<file path="src/design/pafs_defines.vh">
// register map, field positions, reset values and function codes of the port a pin selector
`ifndef PAFS_DEFINES_VH
`define PAFS_DEFINES_VH

`define PAFS_OFS_HIGH       12'h000
`define PAFS_OFS_LOW_UPPER  12'h004
`define PAFS_OFS_LOW_LOWER  12'h008
`define PAFS_OFS_STATUS     12'h00C

`define PAFS_MASK_HIGH      16'h55F5
`define PAFS_MASK_LOW_UPPER 16'h555F
`define PAFS_MASK_LOW_LOWER 16'hFD75

`define PAFS_RST_HIGH       16'h0000
`define PAFS_RST_LOW_UP_EXT 16'h4000
`define PAFS_RST_LOW_UP_SC  16'h0000
`define PAFS_RST_LOW_LOWER  16'h0000

`define PAFS_POS_PIN23      14
`define PAFS_POS_PIN22      12
`define PAFS_POS_PIN21      10
`define PAFS_POS_PIN20      8
`define PAFS_POS_PIN19_HI   7
`define PAFS_POS_PIN19_LO   6
`define PAFS_POS_PIN18_HI   5
`define PAFS_POS_PIN18_LO   4
`define PAFS_POS_PIN17      2
`define PAFS_POS_PIN16      0

`define PAFS_FN_GPIO        2'b00
`define PAFS_FN_ALT1        2'b01
`define PAFS_FN_ALT2        2'b10
`define PAFS_FN_RSVD        2'b11

`define PAFS_HTRANS_NONSEQ  2'b10
`define PAFS_HTRANS_SEQ     2'b11
`define PAFS_HRESP_OKAY     1'b0

`endif

</file>
<file path="src/design/pafs_sync.v">
// two flip-flop synchroniser for a vector of levels
`timescale 1ns/1ps
module pafs_sync #(
	parameter WIDTH = 10
) (
	input  wire             sys_clk_i,
	input  wire [WIDTH-1:0] async_i,
	output wire [WIDTH-1:0] sync_o
);
	reg [WIDTH-1:0] stage_a;
	reg [WIDTH-1:0] stage_b;

	// first stage feeds only the second
	always @(posedge sys_clk_i) begin
		stage_a <= async_i;
		stage_b <= stage_a;
	end

	assign sync_o = stage_b;
endmodule

</file>
<file path="src/design/pafs_func_decode.v">
// decodes the high selector and the operating mode into an effective function per pin
`timescale 1ns/1ps
`include "pafs_defines.vh"
module pafs_func_decode (
	input  wire [15:0] high_pin_selector_i,
	input  wire        single_chip_i,
	input  wire        rom_disabled_i,
	output reg  [15:0] pin_fn_o
);
	// one-bit field: first alternate function or general i/o
	function [1:0] one_bit_fn;
		input sel_bit;
		begin
			one_bit_fn = sel_bit ? `PAFS_FN_ALT1 : `PAFS_FN_GPIO;
		end
	endfunction

	// two-bit field: reserved code falls back to general i/o
	function [1:0] two_bit_fn;
		input [1:0] code;
		begin
			two_bit_fn = (code == `PAFS_FN_RSVD) ? `PAFS_FN_GPIO : code;
		end
	endfunction

	always @* begin
		pin_fn_o[15:14] = one_bit_fn(high_pin_selector_i[`PAFS_POS_PIN23]);
		pin_fn_o[13:12] = one_bit_fn(high_pin_selector_i[`PAFS_POS_PIN22]);
		pin_fn_o[11:10] = one_bit_fn(high_pin_selector_i[`PAFS_POS_PIN21]);
		pin_fn_o[9:8]   = one_bit_fn(high_pin_selector_i[`PAFS_POS_PIN20]);
		pin_fn_o[7:6]   = two_bit_fn(high_pin_selector_i[`PAFS_POS_PIN19_HI:`PAFS_POS_PIN19_LO]);
		pin_fn_o[5:4]   = two_bit_fn(high_pin_selector_i[`PAFS_POS_PIN18_HI:`PAFS_POS_PIN18_LO]);
		pin_fn_o[3:2]   = one_bit_fn(high_pin_selector_i[`PAFS_POS_PIN17]);
		pin_fn_o[1:0]   = one_bit_fn(high_pin_selector_i[`PAFS_POS_PIN16]);
		// rom disabled forces the two upper write strobes
		if (rom_disabled_i) begin
			pin_fn_o[15:14] = `PAFS_FN_ALT1;
			pin_fn_o[13:12] = `PAFS_FN_ALT1;
		end
		// single chip mode keeps every pin on general i/o
		if (single_chip_i) begin
			pin_fn_o = 16'h0000;
		end
	end
endmodule

</file>
<file path="src/design/pafs_top.v">
// port a pin function selector: ahb-lite registers and pin multiplexer for pins 23..16
//
// Chosen here: the register offsets and the AHB-Lite interface to the registers.
`timescale 1ns/1ps
`include "pafs_defines.vh"
module pafs_top #(
	parameter ADDR_W = 12
) (
	input  wire              sys_clk_i,
	input  wire              reset_i,
	input  wire              hsel_i,
	input  wire [ADDR_W-1:0] haddr_i,
	input  wire [1:0]        htrans_i,
	input  wire              hwrite_i,
	input  wire [2:0]        hsize_i,
	input  wire [31:0]       hwdata_i,
	input  wire              hready_i,
	output reg  [31:0]       hrdata_o,
	output reg               hreadyout_o,
	output reg               hresp_o,
	input  wire              single_chip_mode_i,
	input  wire              rom_disabled_i,
	input  wire [7:0]        pin_in_i,
	output reg  [7:0]        pin_out_o,
	output reg  [7:0]        pin_oe_o,
	input  wire [7:0]        port_data_out_i,
	input  wire [7:0]        port_dir_out_i,
	output reg  [7:0]        port_data_in_o,
	input  wire              byte3_write_strobe_n_i,
	input  wire              byte2_write_strobe_n_i,
	input  wire              col_strobe_upper_upper_n_i,
	input  wire              col_strobe_upper_lower_n_i,
	input  wire              bus_grant_ack_n_i,
	input  wire              dma1_accept_out_i,
	input  wire              dma0_accept_out_i,
	input  wire              address_hold_out_n_i,
	output reg               bus_request_in_n_o,
	output reg               wait_request_n_o,
	output reg  [15:0]       low_pin_selector_upper_o,
	output reg  [15:0]       low_pin_selector_lower_o
);
	// pin index within the 8-bit groups: 0 is pin 16, 7 is pin 23
	localparam P16 = 0;
	localparam P17 = 1;
	localparam P18 = 2;
	localparam P19 = 3;
	localparam P20 = 4;
	localparam P21 = 5;
	localparam P22 = 6;
	localparam P23 = 7;

	// register slots returned by the offset decode
	localparam REG_HIGH      = 2'd0;
	localparam REG_LOW_UPPER = 2'd1;
	localparam REG_LOW_LOWER = 2'd2;
	localparam REG_OTHER     = 2'd3;

	reg  [15:0] high_pin_selector;
	reg  [15:0] low_pin_selector_upper;
	reg  [15:0] low_pin_selector_lower;
	reg  [15:0] next_high;
	reg  [15:0] next_low_upper;
	reg  [15:0] next_low_lower;

	reg              wr_pending;
	reg [ADDR_W-1:0] wr_addr;

	reg  [7:0]  next_pin_out;
	reg  [7:0]  next_pin_oe;
	reg         next_bus_request_n;
	reg         next_wait_request_n;
	reg  [31:0] next_rdata;

	wire [9:0]  sync_out;
	wire [7:0]  pin_sync;
	wire        single_chip;
	wire        rom_disabled;
	wire [15:0] pin_fn;
	wire        addr_phase;
	wire        wr_high;
	wire        wr_low_upper;
	wire        wr_low_lower;
	wire [1:0]  fn_p16;
	wire [1:0]  fn_p17;
	wire [1:0]  fn_p18;
	wire [1:0]  fn_p19;
	wire [1:0]  fn_p20;
	wire [1:0]  fn_p21;
	wire [1:0]  fn_p22;
	wire [1:0]  fn_p23;

	// pins and mode straps come from outside the clock domain
	pafs_sync #(
		.WIDTH(10)
	) u_sync (
		.sys_clk_i(sys_clk_i),
		.async_i  ({rom_disabled_i, single_chip_mode_i, pin_in_i}),
		.sync_o   (sync_out)
	);

	assign pin_sync     = sync_out[7:0];
	assign single_chip  = sync_out[8];
	assign rom_disabled = sync_out[9];

	pafs_func_decode u_decode (
		.high_pin_selector_i(high_pin_selector),
		.single_chip_i      (single_chip),
		.rom_disabled_i     (rom_disabled),
		.pin_fn_o           (pin_fn)
	);

	// decode of a register offset
	function [1:0] reg_index;
		input [ADDR_W-1:0] addr;
		begin
			if (addr == `PAFS_OFS_HIGH) begin
				reg_index = REG_HIGH;
			end else if (addr == `PAFS_OFS_LOW_UPPER) begin
				reg_index = REG_LOW_UPPER;
			end else if (addr == `PAFS_OFS_LOW_LOWER) begin
				reg_index = REG_LOW_LOWER;
			end else begin
				reg_index = REG_OTHER;
			end
		end
	endfunction

	// selected pin function of one pin
	function [1:0] fn_of;
		input [15:0] fns;
		input integer idx;
		begin
			fn_of = fns[2*idx +: 2];
		end
	endfunction

	assign addr_phase = hsel_i && hready_i &&
		((htrans_i == `PAFS_HTRANS_NONSEQ) || (htrans_i == `PAFS_HTRANS_SEQ));

	// data-phase write strobes, one per selector
	assign wr_high      = wr_pending && (reg_index(wr_addr) == REG_HIGH);
	assign wr_low_upper = wr_pending && (reg_index(wr_addr) == REG_LOW_UPPER);
	assign wr_low_lower = wr_pending && (reg_index(wr_addr) == REG_LOW_LOWER);

	// effective function of each pin after the mode overrides
	assign fn_p16 = fn_of(pin_fn, P16);
	assign fn_p17 = fn_of(pin_fn, P17);
	assign fn_p18 = fn_of(pin_fn, P18);
	assign fn_p19 = fn_of(pin_fn, P19);
	assign fn_p20 = fn_of(pin_fn, P20);
	assign fn_p21 = fn_of(pin_fn, P21);
	assign fn_p22 = fn_of(pin_fn, P22);
	assign fn_p23 = fn_of(pin_fn, P23);

	// register update, with the data-phase write applied here
	always @* begin
		next_high      = high_pin_selector;
		next_low_upper = low_pin_selector_upper;
		next_low_lower = low_pin_selector_lower;
		if (wr_high) begin
			next_high = hwdata_i[15:0] & `PAFS_MASK_HIGH;
		end
		if (wr_low_upper) begin
			next_low_upper = hwdata_i[15:0] & `PAFS_MASK_LOW_UPPER;
		end
		if (wr_low_lower) begin
			next_low_lower = hwdata_i[15:0] & `PAFS_MASK_LOW_LOWER;
		end
	end

	// read data of the three selectors follows the values that stand after any write finishing now
	always @* begin
		next_rdata = 32'h0000_0000;
		case (reg_index(haddr_i))
			REG_HIGH: begin
				next_rdata = {16'h0000, next_high};
			end
			REG_LOW_UPPER: begin
				next_rdata = {16'h0000, next_low_upper};
			end
			REG_LOW_LOWER: begin
				next_rdata = {16'h0000, next_low_lower};
			end
			default: begin
				if (haddr_i == `PAFS_OFS_STATUS) begin
					next_rdata = {14'h0, rom_disabled, single_chip, pin_fn};
				end
			end
		endcase
	end

	// reset_i is the external power-on reset; nothing else clears the selectors
	always @(posedge sys_clk_i) begin
		if (reset_i) begin
			high_pin_selector <= `PAFS_RST_HIGH;
		end else begin
			high_pin_selector <= next_high;
		end
	end

	// the upper low selector takes its power-on value from the mode strap
	always @(posedge sys_clk_i) begin
		if (reset_i) begin
			if (single_chip) begin
				low_pin_selector_upper <= `PAFS_RST_LOW_UP_SC;
			end else begin
				low_pin_selector_upper <= `PAFS_RST_LOW_UP_EXT;
			end
		end else begin
			low_pin_selector_upper <= next_low_upper;
		end
	end

	// the lower low selector clears on power-on only
	always @(posedge sys_clk_i) begin
		if (reset_i) begin
			low_pin_selector_lower <= `PAFS_RST_LOW_LOWER;
		end else begin
			low_pin_selector_lower <= next_low_lower;
		end
	end

	// bus side: zero wait states, read data loaded in the address phase
	always @(posedge sys_clk_i) begin
		if (reset_i) begin
			wr_pending  <= 1'b0;
			wr_addr     <= {ADDR_W{1'b0}};
			hrdata_o    <= 32'h0000_0000;
			hreadyout_o <= 1'b1;
			hresp_o     <= `PAFS_HRESP_OKAY;
		end else begin
			wr_pending  <= addr_phase && hwrite_i;
			wr_addr     <= haddr_i;
			hreadyout_o <= 1'b1;
			hresp_o     <= `PAFS_HRESP_OKAY;
			if (addr_phase && !hwrite_i) begin
				hrdata_o <= next_rdata;
			end
		end
	end

	// pin multiplexer
	always @* begin
		next_pin_out        = port_data_out_i;
		next_pin_oe         = port_dir_out_i;
		next_bus_request_n  = 1'b1;
		next_wait_request_n = 1'b1;
		if (fn_p23 == `PAFS_FN_ALT1) begin
			next_pin_out[P23] = byte3_write_strobe_n_i;
			next_pin_oe[P23]  = 1'b1;
		end
		if (fn_p22 == `PAFS_FN_ALT1) begin
			next_pin_out[P22] = byte2_write_strobe_n_i;
			next_pin_oe[P22]  = 1'b1;
		end
		if (fn_p21 == `PAFS_FN_ALT1) begin
			next_pin_out[P21] = col_strobe_upper_upper_n_i;
			next_pin_oe[P21]  = 1'b1;
		end
		if (fn_p20 == `PAFS_FN_ALT1) begin
			next_pin_out[P20] = col_strobe_upper_lower_n_i;
			next_pin_oe[P20]  = 1'b1;
		end
		case (fn_p19)
			`PAFS_FN_ALT1: begin
				next_pin_out[P19] = bus_grant_ack_n_i;
				next_pin_oe[P19]  = 1'b1;
			end
			`PAFS_FN_ALT2: begin
				next_pin_out[P19] = dma1_accept_out_i;
				next_pin_oe[P19]  = 1'b1;
			end
			default: begin
				next_pin_out[P19] = port_data_out_i[P19];
				next_pin_oe[P19]  = port_dir_out_i[P19];
			end
		endcase
		case (fn_p18)
			`PAFS_FN_ALT1: begin
				next_pin_out[P18]  = 1'b0;
				next_pin_oe[P18]   = 1'b0;
				next_bus_request_n = pin_sync[P18];
			end
			`PAFS_FN_ALT2: begin
				next_pin_out[P18] = dma0_accept_out_i;
				next_pin_oe[P18]  = 1'b1;
			end
			default: begin
				next_pin_out[P18] = port_data_out_i[P18];
				next_pin_oe[P18]  = port_dir_out_i[P18];
			end
		endcase
		if (fn_p17 == `PAFS_FN_ALT1) begin
			next_pin_out[P17]   = 1'b0;
			next_pin_oe[P17]    = 1'b0;
			next_wait_request_n = pin_sync[P17];
		end
		if (fn_p16 == `PAFS_FN_ALT1) begin
			next_pin_out[P16] = address_hold_out_n_i;
			next_pin_oe[P16]  = 1'b1;
		end
	end

	// every pin-side output comes from a flip-flop
	always @(posedge sys_clk_i) begin
		if (reset_i) begin
			pin_out_o                <= 8'h00;
			pin_oe_o                 <= 8'h00;
			port_data_in_o           <= 8'h00;
			bus_request_in_n_o       <= 1'b1;
			wait_request_n_o         <= 1'b1;
			low_pin_selector_upper_o <= 16'h0000;
			low_pin_selector_lower_o <= 16'h0000;
		end else begin
			pin_out_o                <= next_pin_out;
			pin_oe_o                 <= next_pin_oe;
			port_data_in_o           <= pin_sync;
			bus_request_in_n_o       <= next_bus_request_n;
			wait_request_n_o         <= next_wait_request_n;
			low_pin_selector_upper_o <= low_pin_selector_upper;
			low_pin_selector_lower_o <= low_pin_selector_lower;
		end
	end
endmodule

</file>
<file path="config.mk">
export PLATFORM = sky130hd
export DESIGN_NAME = pafs_top
export DESIGN_NICKNAME = d
export VERILOG_FILES = /design/src/design/pafs_sync.v /design/src/design/pafs_func_decode.v /design/src/design/pafs_top.v
export VERILOG_INCLUDE_DIRS = /design/src /design/src/design
export SDC_FILE = /design/constraint.sdc
export NUM_CORES = 1
export LEC_CHECK = 0
export BUFFER_PORTS_ARGS = -buffer_cell sky130_fd_sc_hd__buf_2
export CELL_PAD_IN_SITES_DETAIL_PLACEMENT = 0
export CELL_PAD_IN_SITES_GLOBAL_PLACEMENT = 1
export CORE_MARGIN = 4
export CORE_UTILIZATION = 38
export DETAILED_ROUTE_END_ITERATION = 6
export GPL_ROUTABILITY_DRIVEN = 0
export PLACE_DENSITY_LB_ADDON = 0.1
export SYNTH_ARGS = -nofsm -noshare
export SYNTH_HDL_FRONTEND = slang
export SYNTH_SLANG_ARGS = --single-unit
</file>
<file path="constraint.sdc">
create_clock -name sys_clk_i -period 3.1 [get_ports sys_clk_i]
set_input_delay 0 -clock sys_clk_i [delete_from_list [all_inputs] [get_ports sys_clk_i]]
set_output_delay 0 -clock sys_clk_i [all_outputs]
set_load 0.01 [all_outputs]
</file>
==> flow_results.xml <==
<?xml version="1.0" encoding="UTF-8"?>
<metrics>
  <group name="clocking">
    <metric name="cts_resized" unit="">0</metric>
    <metric name="max-clock-path-buffers" unit="">2</metric>
    <metric name="cts_hold_buf" unit="">62</metric>
    <metric name="post_cts_setup_buffer_count" unit="">0</metric>
    <metric name="clock_tree.root_cell" unit="">clkbuf_16</metric>
    <metric name="tritoncts.num_buffers" unit="">17</metric>
    <metric name="clock_tree_from_tritoncts" unit="">built</metric>
    <metric name="worstSkewPairLatency" unit="ns">0.42</metric>
    <metric name="htreeDepth" unit="">4</metric>
    <metric name="cts.sink_count" unit="">157</metric>
    <metric name="clkTransAtPathRegs" unit="ns">0.06</metric>
  </group>
  <group name="routing">
    <metric name="ant_nets" unit="">0</metric>
    <metric name="num_vias" unit="">4308</metric>
    <metric name="detail_route.vias_per_cell" unit="">4.75</metric>
    <metric name="drt_wl_total" unit="mm">14.0</metric>
    <metric name="wl_per_cell" unit="um">15.4</metric>
    <metric name="detail_route.first_pass.iterations" unit="">5</metric>
    <metric name="route.detailed.drc" unit="">0</metric>
    <metric name="detailedRoute.firstIterationViolations" unit="">231</metric>
  </group>
  <group name="global_route">
    <metric name="first_global_vias" unit="">4348</metric>
    <metric name="grt_overflow" unit="">0</metric>
    <metric name="grt_start_max_net_pins" unit="">64</metric>
    <metric name="track_usage" unit="">0.176</metric>
    <metric name="grt_antenna_before_repair" unit="">0</metric>
    <metric name="grt_pass1_wl" unit="mm">22.1</metric>
  </group>
  <group name="power_and_ir_drop">
    <metric name="switching_share" unit="">0.212</metric>
    <metric name="power.switching" unit="uW">928</metric>
    <metric name="irDropWorstVdd" unit="mV">0.364</metric>
    <metric name="leakagePower" unit="uW">0.00343</metric>
    <metric name="power.sequential.fraction" unit="">0.476</metric>
    <metric name="power_per_cell_area" unit="nW/um2">588</metric>
    <metric name="clock_power_share" unit="">0.470</metric>
    <metric name="internal_power" unit="uW">3450</metric>
    <metric name="combinational_power_share" unit="">0.055</metric>
  </group>
  <group name="floorplanning">
    <metric name="pin_count" unit="">180</metric>
    <metric name="die_w" unit="um">127</metric>
    <metric name="row_count" unit="">43</metric>
    <metric name="die-area" unit="um2">16200</metric>
    <metric name="initial_utilization" unit="">0.389</metric>
    <metric name="die_height" unit="um">127</metric>
    <metric name="core-area" unit="um2">13900</metric>
  </group>
  <group name="synthesis">
    <metric name="syn-instance-count" unit="">505</metric>
    <metric name="asyncSetResetFlopFracSynth" unit="">0</metric>
    <metric name="syn_area_per_cell" unit="um2">10.7</metric>
    <metric name="synth_top_cells_by_area" unit="">dfxtp_1 (58%), nor2b_1 (6.8%), mux2i_1 (4.6%), nor2_1 (3.8%), and3_1 (2.4%)</metric>
    <metric name="netlist_area" unit="um2">5400</metric>
    <metric name="post-synth-top-count-cell" unit="">dfxtp_1</metric>
    <metric name="synth_seq_cells" unit="">157</metric>
    <metric name="synth_top_area_cell" unit="">dfxtp_1</metric>
    <metric name="synth_ff_type" unit="">dfxtp_1</metric>
    <metric name="count_of_different_cell_masters_after_synthesis" unit="">51</metric>
    <metric name="synth-edff-count" unit="">0</metric>
    <metric name="yosysSeqAreaShare" unit="">0.582</metric>
    <metric name="synthDominantCellAreaShare" unit="">0.582</metric>
    <metric name="synthTopCellsByCount" unit="">dfxtp_1 (157), nor2b_1 (59), nor2_1 (54)</metric>
    <metric name="synthesis.yosys.warnings" unit="">0</metric>
  </group>
  <group name="sta">
    <metric name="hold_viol" unit="">0</metric>
    <metric name="timing.hold.ws" unit="ns">0.115</metric>
    <metric name="final.setup_skew" unit="ns">0.0112</metric>
    <metric name="tightest_slew" unit="ns">0.971</metric>
    <metric name="grt_setup_unrepaired" unit="">false</metric>
    <metric name="final_period_minus_worst_setup_slack" unit="ns">2.45</metric>
    <metric name="timing_max_transition_violations_final" unit="">0</metric>
    <metric name="fmax" unit="MHz">408</metric>
    <metric name="setup_ws" unit="ns">0.650</metric>
    <metric name="finalCritPeriodShare" unit="">0.790</metric>
    <metric name="finalSetupTns" unit="ns">0</metric>
    <metric name="slew_headroom" unit="">0.352</metric>
    <metric name="final-setup-viol-count" unit="">0</metric>
  </group>
  <group name="setup_path">
    <metric name="critPathLaunchType" unit="">register</metric>
    <metric name="timing.critical_path.arrival" unit="ns">2.75</metric>
    <metric name="reg2reg_from" unit="">wr_addr[11]</metric>
    <metric name="worst_ep_required_time" unit="ns">3.40</metric>
    <metric name="crit_start" unit="">wr_addr[11]</metric>
    <metric name="worstSetupEndpointType" unit="">register</metric>
    <metric name="crit_type" unit="">reg2reg</metric>
    <metric name="critical_path_peak_fanout" unit="">17</metric>
  </group>
  <group name="run_status">
    <metric name="result_of_the_run" unit="">finished clean</metric>
  </group>
  <group name="placed_design">
    <metric name="postPlaceCellArea" unit="um2">6250</metric>
    <metric name="dp.final_hpwl" unit="mm">9.16</metric>
    <metric name="dp_slack" unit="ns">0.633</metric>
    <metric name="io_buffer_count" unit="">142</metric>
  </group>
  <group name="finish">
    <metric name="final_area" unit="um2">7450</metric>
    <metric name="layout-area-overhead-vs-synth" unit="%">37.9</metric>
    <metric name="post_route_cells_drive_above_1_share" unit="">0.280</metric>
    <metric name="insertedDiodeCount" unit="">0</metric>
    <metric name="num-nets-final" unit="">805</metric>
  </group>
  <group name="worst_hold_path">
    <metric name="min-delay-path-class" unit="">in2reg</metric>
    <metric name="timing.hold.worst.start" unit="">reset_i</metric>
  </group>
  <group name="flow_run">
    <metric name="timing.max_cap.violations" unit="">0</metric>
  </group>
</metrics>
through the flow:
stage | power [uW] | instances | utilization
2_1_floorplan | 2230 | 519 | -
3_5_place_dp | 2310 | 812 | 0.450
6_report | 4380 | 906 | 0.537
4_1_cts | 4430 | 906 | 0.537
3_3_place_gp | 2300 | 812 | 0.450
5_1_grt | 4540 | 906 | 0.537
final cells by class:
cell class	instances	area (um2)
clock buffers	20	437
multi-input cells	315	2060
well taps	180	225
inverters	8	30.0
flip-flops and latches	157	3140
repair buffers	214	1410
clock inverters	12	145
fillers	1287	6430
sequential cells by signal, summed over array words and instances, names as in the netlist:
signal	cells
wait_request_n_o	1
low_pin_selector_lower_o	16
bus_request_in_n_o	1
low_pin_selector_upper_o	16
pin_oe_o	8
pin_out_o	8
port_data_in_o	8
wr_addr	12
hrdata_o	18
low_pin_selector_upper	16
low_pin_selector_lower	16
wr_pending	1
u_sync.sync_o	10
u_sync.stage_a	10
high_pin_selector	16
metal layers:
layer	vias to the layer above	part of all wire	track usage
li1	2120	-	-
met1	2023	0.45	0.217
met2	150	0.47	0.291
met3	15	0.062	0.0502
met4	0	0.019	0.0707
met5	-	0	0
critical path, stage by stage (launching register included):
cell and delay, ns:
dfxtp_1 0.31, or4_4 0.55, or4_4 0.74, mux2_4 0.37, a221oi_2 0.28, o21ai_1 0.09
layout by cell type, fill, tap and decap left out, types with 3 or more instances in the layout:
cell	instances
a211oi_1	3
a21oi_1	11
a221oi_1	5
a222oi_1	3
a22oi_1	4
a31oi_1	3
and2_1	16
and3_1	21
buf_2	141
buf_4	11
bufinv_16	3
clkbuf_1	3
clkbuf_16	17
clkinv_2	6
conb_1	16
dfxtp_1	157
dlygate4sd3_1	62
ha_1	4
inv_1	8
mux2_2	9
mux2_4	3
mux2i_1	25
nand2_1	12
nand2b_1	4
nand3_1	5
nand4_1	5
nor2_1	54
nor2b_1	59
nor3b_1	5
nor4_1	5
o21a_1	3
o21ai_0	8
o21ai_1	3
o22ai_1	5
power groups by stage:
stage               sequential (uW)  combinational, uW  clock (uW)
floorplan                      2130               93.4           0
global placement               2120                176           0
detailed placement             2130                179           0
CTS                            2080                241        2100
global route                   2090                265        2190
finish                         2080                240        2060
final timing paths:
check | endpoint | slack (ns) | depth (start not counted)
max | hrdata_o[15] | 0.65 | 5
min | low_pin_selector_upper[12] | 0.12 | 2
max reg2reg | hrdata_o[15] | 0.65 | 5
min reg2reg | u_sync.sync_o[4] | 0.33 | 0
cells by family (layout without fill, tap and decap cells):
family	count (synthesis)	after routing	share of synthesized area
compound gates	57	57	0.0746
mux	38	38	0.0776
other cells	2	16	0.00139
fa+ha+maj	4	4	0.00926
flops	157	157	0.582
buf+inv	47	254	0.0475
simple gates	200	200	0.208
(Power assumes the default switching activity.)
